[src/design/csb_cfg.svh]
`ifndef CSB_CFG_SVH
`define CSB_CFG_SVH

// Register map
`define CSB_ADDR_W            12
`define CSB_DATA_W            16
`define CSB_ADDR_CHANNEL_B_CURRENT_CONTROL        12'h172
`define CSB_ADDR_HOLD         12'h180
`define CSB_ADDR_VALUE        12'h181
`define CSB_ADDR_SHUNT        12'h1a0
`define CSB_ADDR_STATUS       12'h182

// Reset values
`define CSB_RST_CHANNEL_B_CURRENT_CONTROL         8'h9f
`define CSB_RST_HOLD          8'h00
`define CSB_RST_VALUE         16'h0000
`define CSB_RST_SHUNT         16'h0000
`define CSB_RST_SAMPLE        16'h0000

// Current control fields
`define CSB_CUR_ON_BIT        7
`define CSB_TRIM_HI           5
`define CSB_TRIM_LO           0
`define CSB_BYTE_HI           7

// Hold register field
`define CSB_HOLD_BIT          0

// Shunt regulator fields
`define CSB_SH_CLKDIST_BIT    15
`define CSB_SH_CLKGEN_BIT     14
`define CSB_SH_SYNCRX_BIT     13
`define CSB_SH_MUX_B_HI       11
`define CSB_SH_MUX_B_LO       10
`define CSB_SH_SWDRV_B_HI     9
`define CSB_SH_SWDRV_B_LO     8
`define CSB_SH_CLKDRV_B_HI    7
`define CSB_SH_CLKDRV_B_LO    6
`define CSB_SH_MUX_A_HI       5
`define CSB_SH_MUX_A_LO       4
`define CSB_SH_SWDRV_A_HI     3
`define CSB_SH_SWDRV_A_LO     2
`define CSB_SH_CLKDRV_A_HI    1
`define CSB_SH_CLKDRV_A_LO    0

// Status register fields
`define CSB_ST_PENDING_BIT    0
`define CSB_ST_VIOL_BIT       1
`define CSB_ST_HOLD_BIT       2

`endif

[src/design/csb_pkg.sv]
`include "csb_cfg.svh"

package csb_pkg;

   typedef enum logic [2:0] {
      CSB_SEL_NONE,
      CSB_SEL_CHANNEL_B_CURRENT_CONTROL,
      CSB_SEL_HOLD,
      CSB_SEL_VALUE,
      CSB_SEL_SHUNT,
      CSB_SEL_STATUS
   } csb_reg_sel_t;

   function automatic csb_reg_sel_t csb_decode(input logic [`CSB_ADDR_W-1:0] addr);
      case (addr)
         `CSB_ADDR_CHANNEL_B_CURRENT_CONTROL  : csb_decode = CSB_SEL_CHANNEL_B_CURRENT_CONTROL;
         `CSB_ADDR_HOLD   : csb_decode = CSB_SEL_HOLD;
         `CSB_ADDR_VALUE  : csb_decode = CSB_SEL_VALUE;
         `CSB_ADDR_SHUNT  : csb_decode = CSB_SEL_SHUNT;
         `CSB_ADDR_STATUS : csb_decode = CSB_SEL_STATUS;
         default          : csb_decode = CSB_SEL_NONE;
      endcase
   endfunction

endpackage

[src/design/csb_constant_sample_and_bias_regs.sv]
// Overview of operation
// - While the hold bit is set, new constant sample words are not passed on and channels keep their present sample.
// - While the hold bit is clear, the programmed constant sample word is driven to every channel using the constant source.
// - A 16-bit read-write constant sample word, reset to zero, supplies the fixed sample for constant-source channels.
// - A released constant sample update reaches both channels in the same clock cycle.
// - The channel B current register holds a 6-bit fine trim in bits 5-0 resetting to 1Fh and a read-write reserved bit 6 resetting to 0.
// - Bit 7 of the channel B current register is a read-write current enable resetting to 1, so the register resets to 9Fh.
// - The 16-bit shunt regulator enable register resets to 0, with two-bit fields per channel supply, single bits 15-13 and reserved bit 12.
//
// Strobed register access is this design's own decision.

`timescale 1ns/100ps
`default_nettype none
`include "csb_cfg.svh"

module csb_constant_sample_and_bias_regs
   import csb_pkg::*;
#(
   parameter int  AW = `CSB_ADDR_W,
   parameter int  DW = `CSB_DATA_W
) (
   input  wire logic           clk,
   input  wire logic           sys_rst,
   input  wire logic [AW-1:0]  reg_addr,
   input  wire logic [DW-1:0]  reg_wdata,
   input  wire logic           reg_wr,
   input  wire logic           reg_rd,
   output logic      [DW-1:0]  reg_rdata,
   input  wire logic           datapath_on,
   input  wire logic           chan_a_source_select,
   input  wire logic           chan_b_source_select,
   output logic      [DW-1:0]  chan_a_const_sample,
   output logic      [DW-1:0]  chan_b_const_sample,
   output logic                chan_a_const_active,
   output logic                chan_b_const_active,
   output logic                chan_b_current_on,
   output logic      [5:0]     chan_b_fine_trim,
   output logic                clock_dist_reg_on,
   output logic                clock_gen_reg_on,
   output logic                sync_receiver_reg_on,
   output logic      [1:0]     chan_b_mux_supply_reg_on,
   output logic      [1:0]     chan_b_switch_drv_reg_on,
   output logic      [1:0]     chan_b_clock_drv_reg_on,
   output logic      [1:0]     chan_a_mux_supply_reg_on,
   output logic      [1:0]     chan_a_switch_drv_reg_on,
   output logic      [1:0]     chan_a_clock_drv_reg_on
);

   csb_reg_sel_t  wr_sel;
   csb_reg_sel_t  rd_sel;

   logic          wr_channel_b_current_control;
   logic          wr_hold;
   logic          wr_value;
   logic          wr_shunt;
   logic          wr_status;

   logic [7:0]    channel_b_current_control_q;
   logic [7:0]    hold_q;
   logic [DW-1:0] value_q;
   logic [DW-1:0] shunt_q;

   logic          const_sample_hold;
   logic          update_pending;
   logic          viol_event;
   logic          viol_reg;
   logic          viol_next;

   logic [DW-1:0] status_word;
   logic [DW-1:0] rdata_reg;
   logic [DW-1:0] rdata_next;

   // Address decode, shared by write and read paths
   assign wr_sel    = csb_decode(reg_addr);
   assign rd_sel    = csb_decode(reg_addr);

   assign wr_channel_b_current_control  = reg_wr && (wr_sel == CSB_SEL_CHANNEL_B_CURRENT_CONTROL);
   assign wr_hold   = reg_wr && (wr_sel == CSB_SEL_HOLD);
   assign wr_value  = reg_wr && (wr_sel == CSB_SEL_VALUE);
   assign wr_shunt  = reg_wr && (wr_sel == CSB_SEL_SHUNT);
   assign wr_status = reg_wr && (wr_sel == CSB_SEL_STATUS);

   // Channel B current control: enable, reserved bit, fine trim
   csb_rw_field #(
      .W   (8),
      .RST (`CSB_RST_CHANNEL_B_CURRENT_CONTROL)
   ) u_channel_b_current_control (
      .clk     (clk),
      .sys_rst (sys_rst),
      .wr_en   (wr_channel_b_current_control),
      .wdata   (reg_wdata[`CSB_BYTE_HI:0]),
      .q       (channel_b_current_control_q)
   );

   assign chan_b_current_on = channel_b_current_control_q[`CSB_CUR_ON_BIT];
   assign chan_b_fine_trim  = channel_b_current_control_q[`CSB_TRIM_HI:`CSB_TRIM_LO];

   // Hold bit plus seven reserved bits that still store
   csb_rw_field #(
      .W   (8),
      .RST (`CSB_RST_HOLD)
   ) u_hold (
      .clk     (clk),
      .sys_rst (sys_rst),
      .wr_en   (wr_hold),
      .wdata   (reg_wdata[`CSB_BYTE_HI:0]),
      .q       (hold_q)
   );

   assign const_sample_hold = hold_q[`CSB_HOLD_BIT];

   // Constant sample word
   csb_rw_field #(
      .W   (DW),
      .RST (DW'(`CSB_RST_VALUE))
   ) u_value (
      .clk     (clk),
      .sys_rst (sys_rst),
      .wr_en   (wr_value),
      .wdata   (reg_wdata),
      .q       (value_q)
   );

   // Shunt regulator enables; zero after reset, software is expected to set them
   csb_rw_field #(
      .W   (DW),
      .RST (DW'(`CSB_RST_SHUNT))
   ) u_shunt (
      .clk     (clk),
      .sys_rst (sys_rst),
      .wr_en   (wr_shunt),
      .wdata   (reg_wdata),
      .q       (shunt_q)
   );

   assign clock_dist_reg_on        = shunt_q[`CSB_SH_CLKDIST_BIT];
   assign clock_gen_reg_on         = shunt_q[`CSB_SH_CLKGEN_BIT];
   assign sync_receiver_reg_on     = shunt_q[`CSB_SH_SYNCRX_BIT];
   assign chan_b_mux_supply_reg_on = shunt_q[`CSB_SH_MUX_B_HI:`CSB_SH_MUX_B_LO];
   assign chan_b_switch_drv_reg_on = shunt_q[`CSB_SH_SWDRV_B_HI:`CSB_SH_SWDRV_B_LO];
   assign chan_b_clock_drv_reg_on  = shunt_q[`CSB_SH_CLKDRV_B_HI:`CSB_SH_CLKDRV_B_LO];
   assign chan_a_mux_supply_reg_on = shunt_q[`CSB_SH_MUX_A_HI:`CSB_SH_MUX_A_LO];
   assign chan_a_switch_drv_reg_on = shunt_q[`CSB_SH_SWDRV_A_HI:`CSB_SH_SWDRV_A_LO];
   assign chan_a_clock_drv_reg_on  = shunt_q[`CSB_SH_CLKDRV_A_HI:`CSB_SH_CLKDRV_A_LO];

   // Release path toward the sample datapath
   csb_const_path #(
      .W (DW)
   ) u_const_path (
      .clk                 (clk),
      .sys_rst             (sys_rst),
      .const_sample_hold   (const_sample_hold),
      .const_sample_word   (value_q),
      .chan_a_uses_const   (chan_a_source_select),
      .chan_b_uses_const   (chan_b_source_select),
      .chan_a_const_sample (chan_a_const_sample),
      .chan_b_const_sample (chan_b_const_sample),
      .chan_a_const_active (chan_a_const_active),
      .chan_b_const_active (chan_b_const_active),
      .update_pending      (update_pending)
   );

   // Word written while live and unheld may glitch the output; remember it
   assign viol_event = wr_value && datapath_on && !const_sample_hold;

   // Set wins over a write-one clear in the same cycle
   always_comb begin
      viol_next = viol_reg;
      if (wr_status && reg_wdata[`CSB_ST_VIOL_BIT]) begin
         viol_next = 1'b0;
      end
      if (viol_event) begin
         viol_next = 1'b1;
      end
   end

   always_ff @(posedge clk) begin
      if (sys_rst) begin
         viol_reg <= 1'b0;
      end else begin
         viol_reg <= viol_next;
      end
   end

   always_comb begin
      status_word                      = '0;
      status_word[`CSB_ST_PENDING_BIT] = update_pending;
      status_word[`CSB_ST_VIOL_BIT]    = viol_reg;
      status_word[`CSB_ST_HOLD_BIT]    = const_sample_hold;
   end

   // Read mux; narrow registers zero-extended, unmapped reads give zero
   always_comb begin
      rdata_next = '0;
      if (reg_rd) begin
         case (rd_sel)
            CSB_SEL_CHANNEL_B_CURRENT_CONTROL  : rdata_next = {{(DW-8){1'b0}}, channel_b_current_control_q};
            CSB_SEL_HOLD   : rdata_next = {{(DW-8){1'b0}}, hold_q};
            CSB_SEL_VALUE  : rdata_next = value_q;
            CSB_SEL_SHUNT  : rdata_next = shunt_q;
            CSB_SEL_STATUS : rdata_next = status_word;
            default        : rdata_next = '0;
         endcase
      end
   end

   // Read data stands only in the cycle after the strobe
   always_ff @(posedge clk) begin
      if (sys_rst) begin
         rdata_reg <= '0;
      end else begin
         rdata_reg <= rdata_next;
      end
   end

   assign reg_rdata = rdata_reg;

endmodule

`default_nettype wire

[src/design/csb_rw_field.sv]
`timescale 1ns/100ps
`default_nettype none

module csb_rw_field
   import csb_pkg::*;
#(
   parameter int             W   = 8,
   parameter logic [W-1:0]   RST = '0
) (
   input  wire logic          clk,
   input  wire logic          sys_rst,
   input  wire logic          wr_en,
   input  wire logic [W-1:0]  wdata,
   output logic      [W-1:0]  q
);

   logic [W-1:0] field_reg;

   // Every bit, reserved ones too, keeps what was last written
   always_ff @(posedge clk) begin
      if (sys_rst) begin
         field_reg <= RST;
      end else if (wr_en) begin
         field_reg <= wdata;
      end
   end

   assign q = field_reg;

endmodule

`default_nettype wire

[src/design/csb_const_path.sv]
`timescale 1ns/100ps
`default_nettype none
`include "csb_cfg.svh"

module csb_const_path
   import csb_pkg::*;
#(
   parameter int  W = `CSB_DATA_W
) (
   input  wire logic          clk,
   input  wire logic          sys_rst,
   input  wire logic          const_sample_hold,
   input  wire logic [W-1:0]  const_sample_word,
   input  wire logic          chan_a_uses_const,
   input  wire logic          chan_b_uses_const,
   output logic      [W-1:0]  chan_a_const_sample,
   output logic      [W-1:0]  chan_b_const_sample,
   output logic               chan_a_const_active,
   output logic               chan_b_const_active,
   output logic               update_pending
);

   logic [W-1:0] chan_a_sample_reg;
   logic [W-1:0] chan_b_sample_reg;
   logic         chan_a_active_reg;
   logic         chan_b_active_reg;
   logic         load_now;

   // One shared load term so both channels can never disagree
   assign load_now = !const_sample_hold;

   always_ff @(posedge clk) begin
      if (sys_rst) begin
         chan_a_sample_reg <= W'(`CSB_RST_SAMPLE);
         chan_b_sample_reg <= W'(`CSB_RST_SAMPLE);
      end else if (load_now) begin
         chan_a_sample_reg <= const_sample_word;
         chan_b_sample_reg <= const_sample_word;
      end
   end

   // Selection is outside this block; only flag which channels take the word
   always_ff @(posedge clk) begin
      if (sys_rst) begin
         chan_a_active_reg <= 1'b0;
         chan_b_active_reg <= 1'b0;
      end else begin
         chan_a_active_reg <= chan_a_uses_const;
         chan_b_active_reg <= chan_b_uses_const;
      end
   end

   assign chan_a_const_sample = chan_a_sample_reg;
   assign chan_b_const_sample = chan_b_sample_reg;
   assign chan_a_const_active = chan_a_active_reg;
   assign chan_b_const_active = chan_b_active_reg;
   assign update_pending      = (chan_a_sample_reg != const_sample_word);

endmodule

`default_nettype wire

[config.mk]
export PLATFORM = sky130hd
export DESIGN_NAME = csb_constant_sample_and_bias_regs
export DESIGN_NICKNAME = d
export VERILOG_FILES = /design/src/design/csb_pkg.sv /design/src/design/csb_constant_sample_and_bias_regs.sv /design/src/design/csb_rw_field.sv /design/src/design/csb_const_path.sv
export VERILOG_INCLUDE_DIRS = /design/src /design/src/design
export SDC_FILE = /design/constraint.sdc
export NUM_CORES = 1
export LEC_CHECK = 0
export ABC_AREA = 1
export BUFFER_PORTS_ARGS = -buffer_cell sky130_fd_sc_hd__buf_2
export CORE_AREA = 2 2 76 150
export CTS_BUF_LIST = sky130_fd_sc_hd__clkbuf_16
export DETAILED_ROUTE_END_ITERATION = 12
export DIE_AREA = 0 0 78 152
export GPL_TIMING_DRIVEN = 0
export PLACE_DENSITY = 0.59
export SLEW_MARGIN = 20
export SYNTH_ARGS = -nofsm -noshare
export SYNTH_HDL_FRONTEND = slang
export SYNTH_SLANG_ARGS = --single-unit
export TNS_END_PERCENT = 1
[constraint.sdc]
create_clock -name clk -period 3.4 [get_ports clk]
set_clock_uncertainty 0.15 [all_clocks]
set_input_delay 0.34 -clock clk [delete_from_list [all_inputs] [get_ports clk]]
set_output_delay 0.34 -clock clk [all_outputs]
set_load 0.02 [all_outputs]
==> results of run 1 <==
## logic make-up (layout without fill, tap and decap cells)
group           count (synthesis)  count (layout)  synth area share [%]
simple gates                  230             230                  25.5
flops                          83              83                  40.1
compound gates                 98              98                  18.4
buf+inv                       130             251                  16.0
## how the worst min path moves through the flow
stage / from / endpoint / slack [ns] / cells after the start
detailed placement: u_hold.q[4] / u_hold.q[4] / 0.31 / 2
global route: chan_a_source_select / u_const_path.chan_a_const_active / 0.06 / 3
CTS: chan_a_source_select / u_const_path.chan_a_const_active / 0.05 / 3
floorplan: u_channel_b_current_control.q[6] / u_channel_b_current_control.q[6] / 0.29 / 2
finish: chan_a_source_select / u_const_path.chan_a_const_active / 0.05 / 3
global placement: u_channel_b_current_control.q[6] / u_channel_b_current_control.q[6] / 0.30 / 2
## cell usage in the layout, fill, tap and decap left out, drive strengths merged
cell type and instances:
buf 148, nand2 112, nor2 92, dfxtp 83
inv 77, a211oi 34, a21oi 33, o21ai 20
clkbuf 19, nand3 12, o211ai 9, nand4 8
nor3 5, clkinv 4, bufinv 2, nor2b 1
a31o 1, o22ai 1, clkinvlp 1
## power by group
part           switching [mW]  total (mW)  internal [mW]  leakage [nW]
clock network           0.395        1.03          0.634         0.152
registers            0.000330       0.974          0.974         0.669
logic                  0.0638      0.0888         0.0250          1.59
total                   0.459        2.09           1.63          2.41
## layer usage
layer	routed length [µm]	GRT usage [%]
met5	0	0
met4	333	9.69
met3	436	3.21
met2	6300	36.7
met1	4210	19.7
## synth_stat cells, drive strengths merged
master    n
nand3    12
nor2b     1
nor2     92
clkinv    1
a31o      1
nand2   112
o22ai     1
inv      76
o211ai    9
a211oi   34
nor3      5
o21ai    20
dfxtp    83
buf      43
clkbuf   10
a21oi    33
nand4     8
## worst max-delay path: cells and delay by family
kind            cells  cell delay [ns]
simple gates        4             0.69
compound gates      1             0.10
buf+inv             3             0.50
## layout make-up
type,count,area (µm²),share of cell area [%]
clock inverters,7,83.8,1.63
clock buffers,9,225,4.37
inverters,77,293,5.68
repair buffers,105,526,10.2
plain buffers,53,373,7.23
well taps,140,175,3.40
multi-input cells,328,1820,35.3
flip-flops and latches,83,1660,32.2
==> flow_metrics.py, run 1 <==
metrics = {
    "cells_and_area": {
        "drive_above_1_share_pct": 34.4,
        "fillerInstances": 1126,
        "area_delta_synth_final_pct": 24.3,
        "final_util_pct": 47.7,
        "post_layout_nonfiller_instances": 802,
        "insertedDiodeCount": 0,
        "fin_area_um2": 5160,
        "nNetsFinal": 692,
    },
    "worst_setup_path": {
        "crit_type": "in -> reg",
        "worst_ep_arrival_time_ns": 1.65,
        "start_kind": "input pin",
        "rr_startpoint": "u_hold.q[0]",
        "critPathCapture": "u_shunt.q[13]",
        "cp_cell_sequence": "buf_2, nor2_2, nand2_2, inv_2, nand2_4, nor3_4, buf_4, a211oi_2",
        "slowest_delay_ns": 0.34,
        "startpoint": "reg_addr[3]",
        "r2r_slack_ns": 1.82,
        "critPathMaxFanout": 10,
        "worstPathRequired_ns": 3.44,
        "r2r-end": "u_const_path.chan_a_const_sample[13]",
        "r2r_cells": 4,
        "critPathSlowestCell": "nor3_4",
        "cp-end-kind": "register",
    },
    "logic_synthesis": {
        "synth_cells": 541,
        "ys_seq_area_share_pct": 40.1,
        "ys_ff_latch": 83,
        "syn_nets": 576,
        "ys_warn_count": 0,
        "yosys.area.top_type": "dfxtp_1",
        "synth_area_um2": 4150,
        "synth_area_leaders": "dfxtp_1 (40%), nand2_1 (9.4%), a211oi_2 (8.1%), nor2_1 (7.1%), buf_4 (6.9%)",
        "netlist-cell-type-count": 32,
        "yosysTopAreaCellShare_pct": 40.1,
        "syn_area_per_cell_um2": 7.67,
    },
    "drt": {
        "dr.pass1.iters": 4,
        "drc": 0,
        "routedWlPerCell_um": 14.1,
        "postRouteAntennaNets": 0,
        "wl_um": 11300,
        "vias_per_cell": 4.69,
        "vias": 3759,
        "drt_iter0_markers": 166,
    },
    "cts": {
        "hold_buffers": 0,
        "postCtsSetupBuffers": 0,
        "path_clk_slew_ns": 0.06,
        "ctsRootBufferMaster": "clkbuf_16",
        "cts_inserted_buffers": 9,
        "h-tree-depth": 3,
        "ctsLongestPathBuffers": 2,
        "cts_tree": "yes",
        "insertion_delay_ns": 0.34,
        "cts.sinks": 83,
        "post_cts_resized": 0,
    },
    "grt": {
        "grt_util_all_layers_pct": 19.3,
        "grt_overflow": 0,
        "grt_start_max_net_pins": 14,
        "grt_pass1_wl_um": 17800,
        "antenna_found_initial": 0,
        "grt_pass1_vias": 3720,
    },
    "floorplanning": {
        "pin_count": 107,
        "initial_core_util_pct": 38.4,
        "rows": 54,
        "die-area_um2": 11900,
        "die_h_um": 152,
        "fp.dieW_um": 78,
        "design.core.area_um2": 10800,
    },
    "pwr": {
        "peakVddDrop_mv": 0.263,
        "p_total_mw": 2.09,
        "leakage_nw": 2.41,
        "pwr_density_cell_nw_per_um2": 406,
    },
    "place": {
        "dp_hpwl_um": 8930,
        "placedCellCount": 786,
        "place_area_um2": 4850,
        "dp_slack_ns": 1.42,
        "globalplace.congestion": 0.934,
        "portBuffers": 105,
    },
    "timing": {
        "fin_ws_ns": 1.79,
        "finalSetupViolCount": 0,
        "hold-worst-slack_ns": 0.0540,
        "finalCriticalPeriod_ns": 1.61,
        "rsz0062_at_grt": "no",
        "tightest_slew_ns": 0.796,
        "slew_violations": 0,
        "max_slew_margin_pct": 46.9,
        "finalCritPeriodShare_pct": 47.3,
        "final-hold-violation-count": 0,
        "fmax_mhz": 621,
        "setup_tns_ns": 0,
    },
    "status": {
        "outcome": "finished, final reports clean",
    },
    "hold_path": {
        "min_path_type": "in -> reg",
    },
    "run": {
        "max-cap-violations": 0,
    },
}
Power figures use the tool's default switching activity.
==> run 2: changes to the inputs <==
PLACE_DENSITY = 0.62   (was 0.59)
clock period = 1.31 ns   (was 3.4 ns; I/O delays follow)
==> run 2 against run 1 <==
  * The flow now finishes with violations (setup timing)
  * First-iteration DRC count decreased by 1.2%
  * Die area unchanged
  * Routed wire length up 3.1%
  * Final area is 7.0% higher
  * Global-route usage is 0.86 points higher
  * Core utilization is 3.3 points higher
  * Combinational power rose to 3.3 times the previous value
  * Total power increased to 2.6 times the previous value
  * Cell count up 2.6%
  * Non-clock buffer count grew 21
  * Largest power group unchanged
  * Highest routed layer unchanged
==> flow_metrics.py, run 2 (synthesized netlist as in run 1, its figures left out) <==
metrics = {
    "worst_setup_path": {
        "cp-end-kind": "register",
        "start_kind": "register",
        "rr_startpoint": "u_const_path.chan_a_const_sample[9]",
        "crit_type": "reg -> reg",
        "startpoint": "u_const_path.chan_a_const_sample[9]",
        "worst_ep_arrival_time_ns": 1.57,
        "critPathMaxFanout": 4,
        "worstPathRequired_ns": 1.40,
    },
    "place": {
        "dp_slack_ns": -0.434,
        "place_area_um2": 4900,
        "dp_hpwl_um": 8990,
        "globalplace.congestion": 0.940,
        "portBuffers": 105,
        "placedCellCount": 786,
    },
    "drt": {
        "vias_per_cell": 4.79,
        "routedWlPerCell_um": 14.1,
        "drt_iter0_markers": 164,
        "drc": 0,
        "dr.pass1.iters": 4,
        "wl_um": 11600,
        "postRouteAntennaNets": 0,
        "vias": 3943,
    },
    "cells_and_area": {
        "final_common_cell": "buf_2",
        "multi_input_area_um2": 1890,
        "nNetsFinal": 713,
        "regArea_um2": 1700,
        "fillerInstances": 1054,
        "insertedDiodeCount": 0,
        "post_layout_nonfiller_instances": 823,
        "area_delta_synth_final_pct": 33.0,
        "most-common-layout-cells": "buf_2 (107), nand2_1 (98), nor2_1 (75)",
        "drive_above_1_share_pct": 41.0,
        "fin_area_um2": 5520,
        "final_util_pct": 51.0,
    },
    "grt": {
        "grt_start_max_net_pins": 15,
        "grt_pass1_vias": 3843,
        "grt_overflow": 0,
        "grt_pass1_wl_um": 18700,
        "antenna_found_initial": 0,
        "grt_util_all_layers_pct": 20.2,
    },
    "pwr": {
        "pwr_density_cell_nw_per_um2": 1000,
        "peakVddDrop_mv": 0.703,
        "leakage_nw": 2.56,
        "p_sw_share_pct": 22.4,
        "internal_power_mw": 4.30,
        "p_clk_share_pct": 49.2,
        "combPwrFrac_pct": 5.2,
        "seq_power_share_pct": 45.6,
        "power.switching_mw": 1.24,
        "p_total_mw": 5.54,
    },
    "cts": {
        "ctsLongestPathBuffers": 2,
        "cts_tree": "yes",
        "ctsRootBufferMaster": "clkbuf_16",
        "cts_inserted_buffers": 9,
        "h-tree-depth": 3,
        "cts.sinks": 83,
        "insertion_delay_ns": 0.34,
        "path_clk_slew_ns": 0.06,
    },
    "run": {
        "max-cap-violations": 0,
    },
    "timing": {
        "final-hold-violation-count": 0,
        "max_slew_margin_pct": 49.0,
        "rsz0062_at_grt": "yes",
        "finalSetupViolCount": 9,
        "finalCritPeriodShare_pct": 113,
        "fin_ws_ns": -0.169,
        "hold-worst-slack_ns": 0.0378,
        "setup_tns_ns": -0.282,
        "finalCriticalPeriod_ns": 1.48,
        "slew_violations": 0,
        "tightest_slew_ns": 0.765,
        "fmax_mhz": 676,
    },
    "floorplanning": {
        "fp.dieW_um": 78,
        "rows": 54,
        "pin_count": 107,
        "die_h_um": 152,
        "design.core.area_um2": 10800,
        "die-area_um2": 11900,
        "initial_core_util_pct": 38.4,
    },
    "hold_path": {
        "min_path_type": "in -> reg",
        "hp-start": "reg_wr",
    },
    "status": {
        "outcome": "finished with violations",
        "violations": "setup timing",
    },
}
-- run 2: cell types whose count changed in the layout (fill, tap and decap cells not counted), sizes merged --
| cell | before | now |
|---|---|---|
| dlygate4sd3 | 0 | 20 |
| clkbuf | 19 | 18 |
| buf | 148 | 150 |
-- run 2: cell type report --
| cell class | instances | share of cell area [%] |
|---|---|---|
| buffer | 53 | 7.28 |
| multi-input combinational | 328 | 34.2 |
| sequential | 83 | 30.7 |
| clock buffer | 9 | 4.08 |
| clock inverter | 7 | 1.70 |
| tap | 140 | 3.17 |
| timing repair buffer | 126 | 13.3 |
| inverter | 77 | 5.56 |
-- run 2: per-layer routing --
| metal | share of wire [%] | vias to the layer above | GRT usage, % |
|---|---|---|---|
| li1 | - | 1965 | - |
| met1 | 36 | 1808 | 19.7 |
| met2 | 54 | 123 | 37.6 |
| met3 | 3.9 | 47 | 2.79 |
| met4 | 5.8 | 0 | 14.1 |
| met5 | 0 | - | 0 |
-- run 2: timing repair --
item                       CTS  global route
pin swaps                    0             2
setup buffers                1             0
hold buffers                20             0
cloned                       0             0
setup endpoints to repair   42            50
gates resized for setup     19            26
hold endpoints to repair    40             0
-- run 2: final timing paths --
check,to,slack [ns],cells after the start
setup / recovery,reg_rdata[0],-0.17,11
hold / removal,u_channel_b_current_control.q[6],0.04,3
setup reg to reg,reg_rdata[0],-0.17,11
hold reg to reg,u_hold.q[7],0.32,2
-- run 2: power groups by stage --
stage          clock network (mW)  registers, mW  logic [mW]
5_1_grt                      2.87           2.52       0.312
2_1_floorplan                   0           2.59       0.121
4_1_cts                      2.75           2.53       0.286
3_5_place_dp                    0           2.58       0.237
6_report                     2.72           2.53       0.290
3_3_place_gp                    0           2.58       0.234
-- run 2: worst max-delay path, stage by stage, from the launching register on --
cell     delay, ns
dfxtp_2       0.36
inv_2         0.04
nand2_1       0.05
nand2_1       0.06
nor2_2        0.13
nand2_1       0.09
nor2_1        0.11
nand2_1       0.08
nand2_1       0.08
nand3_2       0.08
nor2_2        0.11
nor2_1        0.05
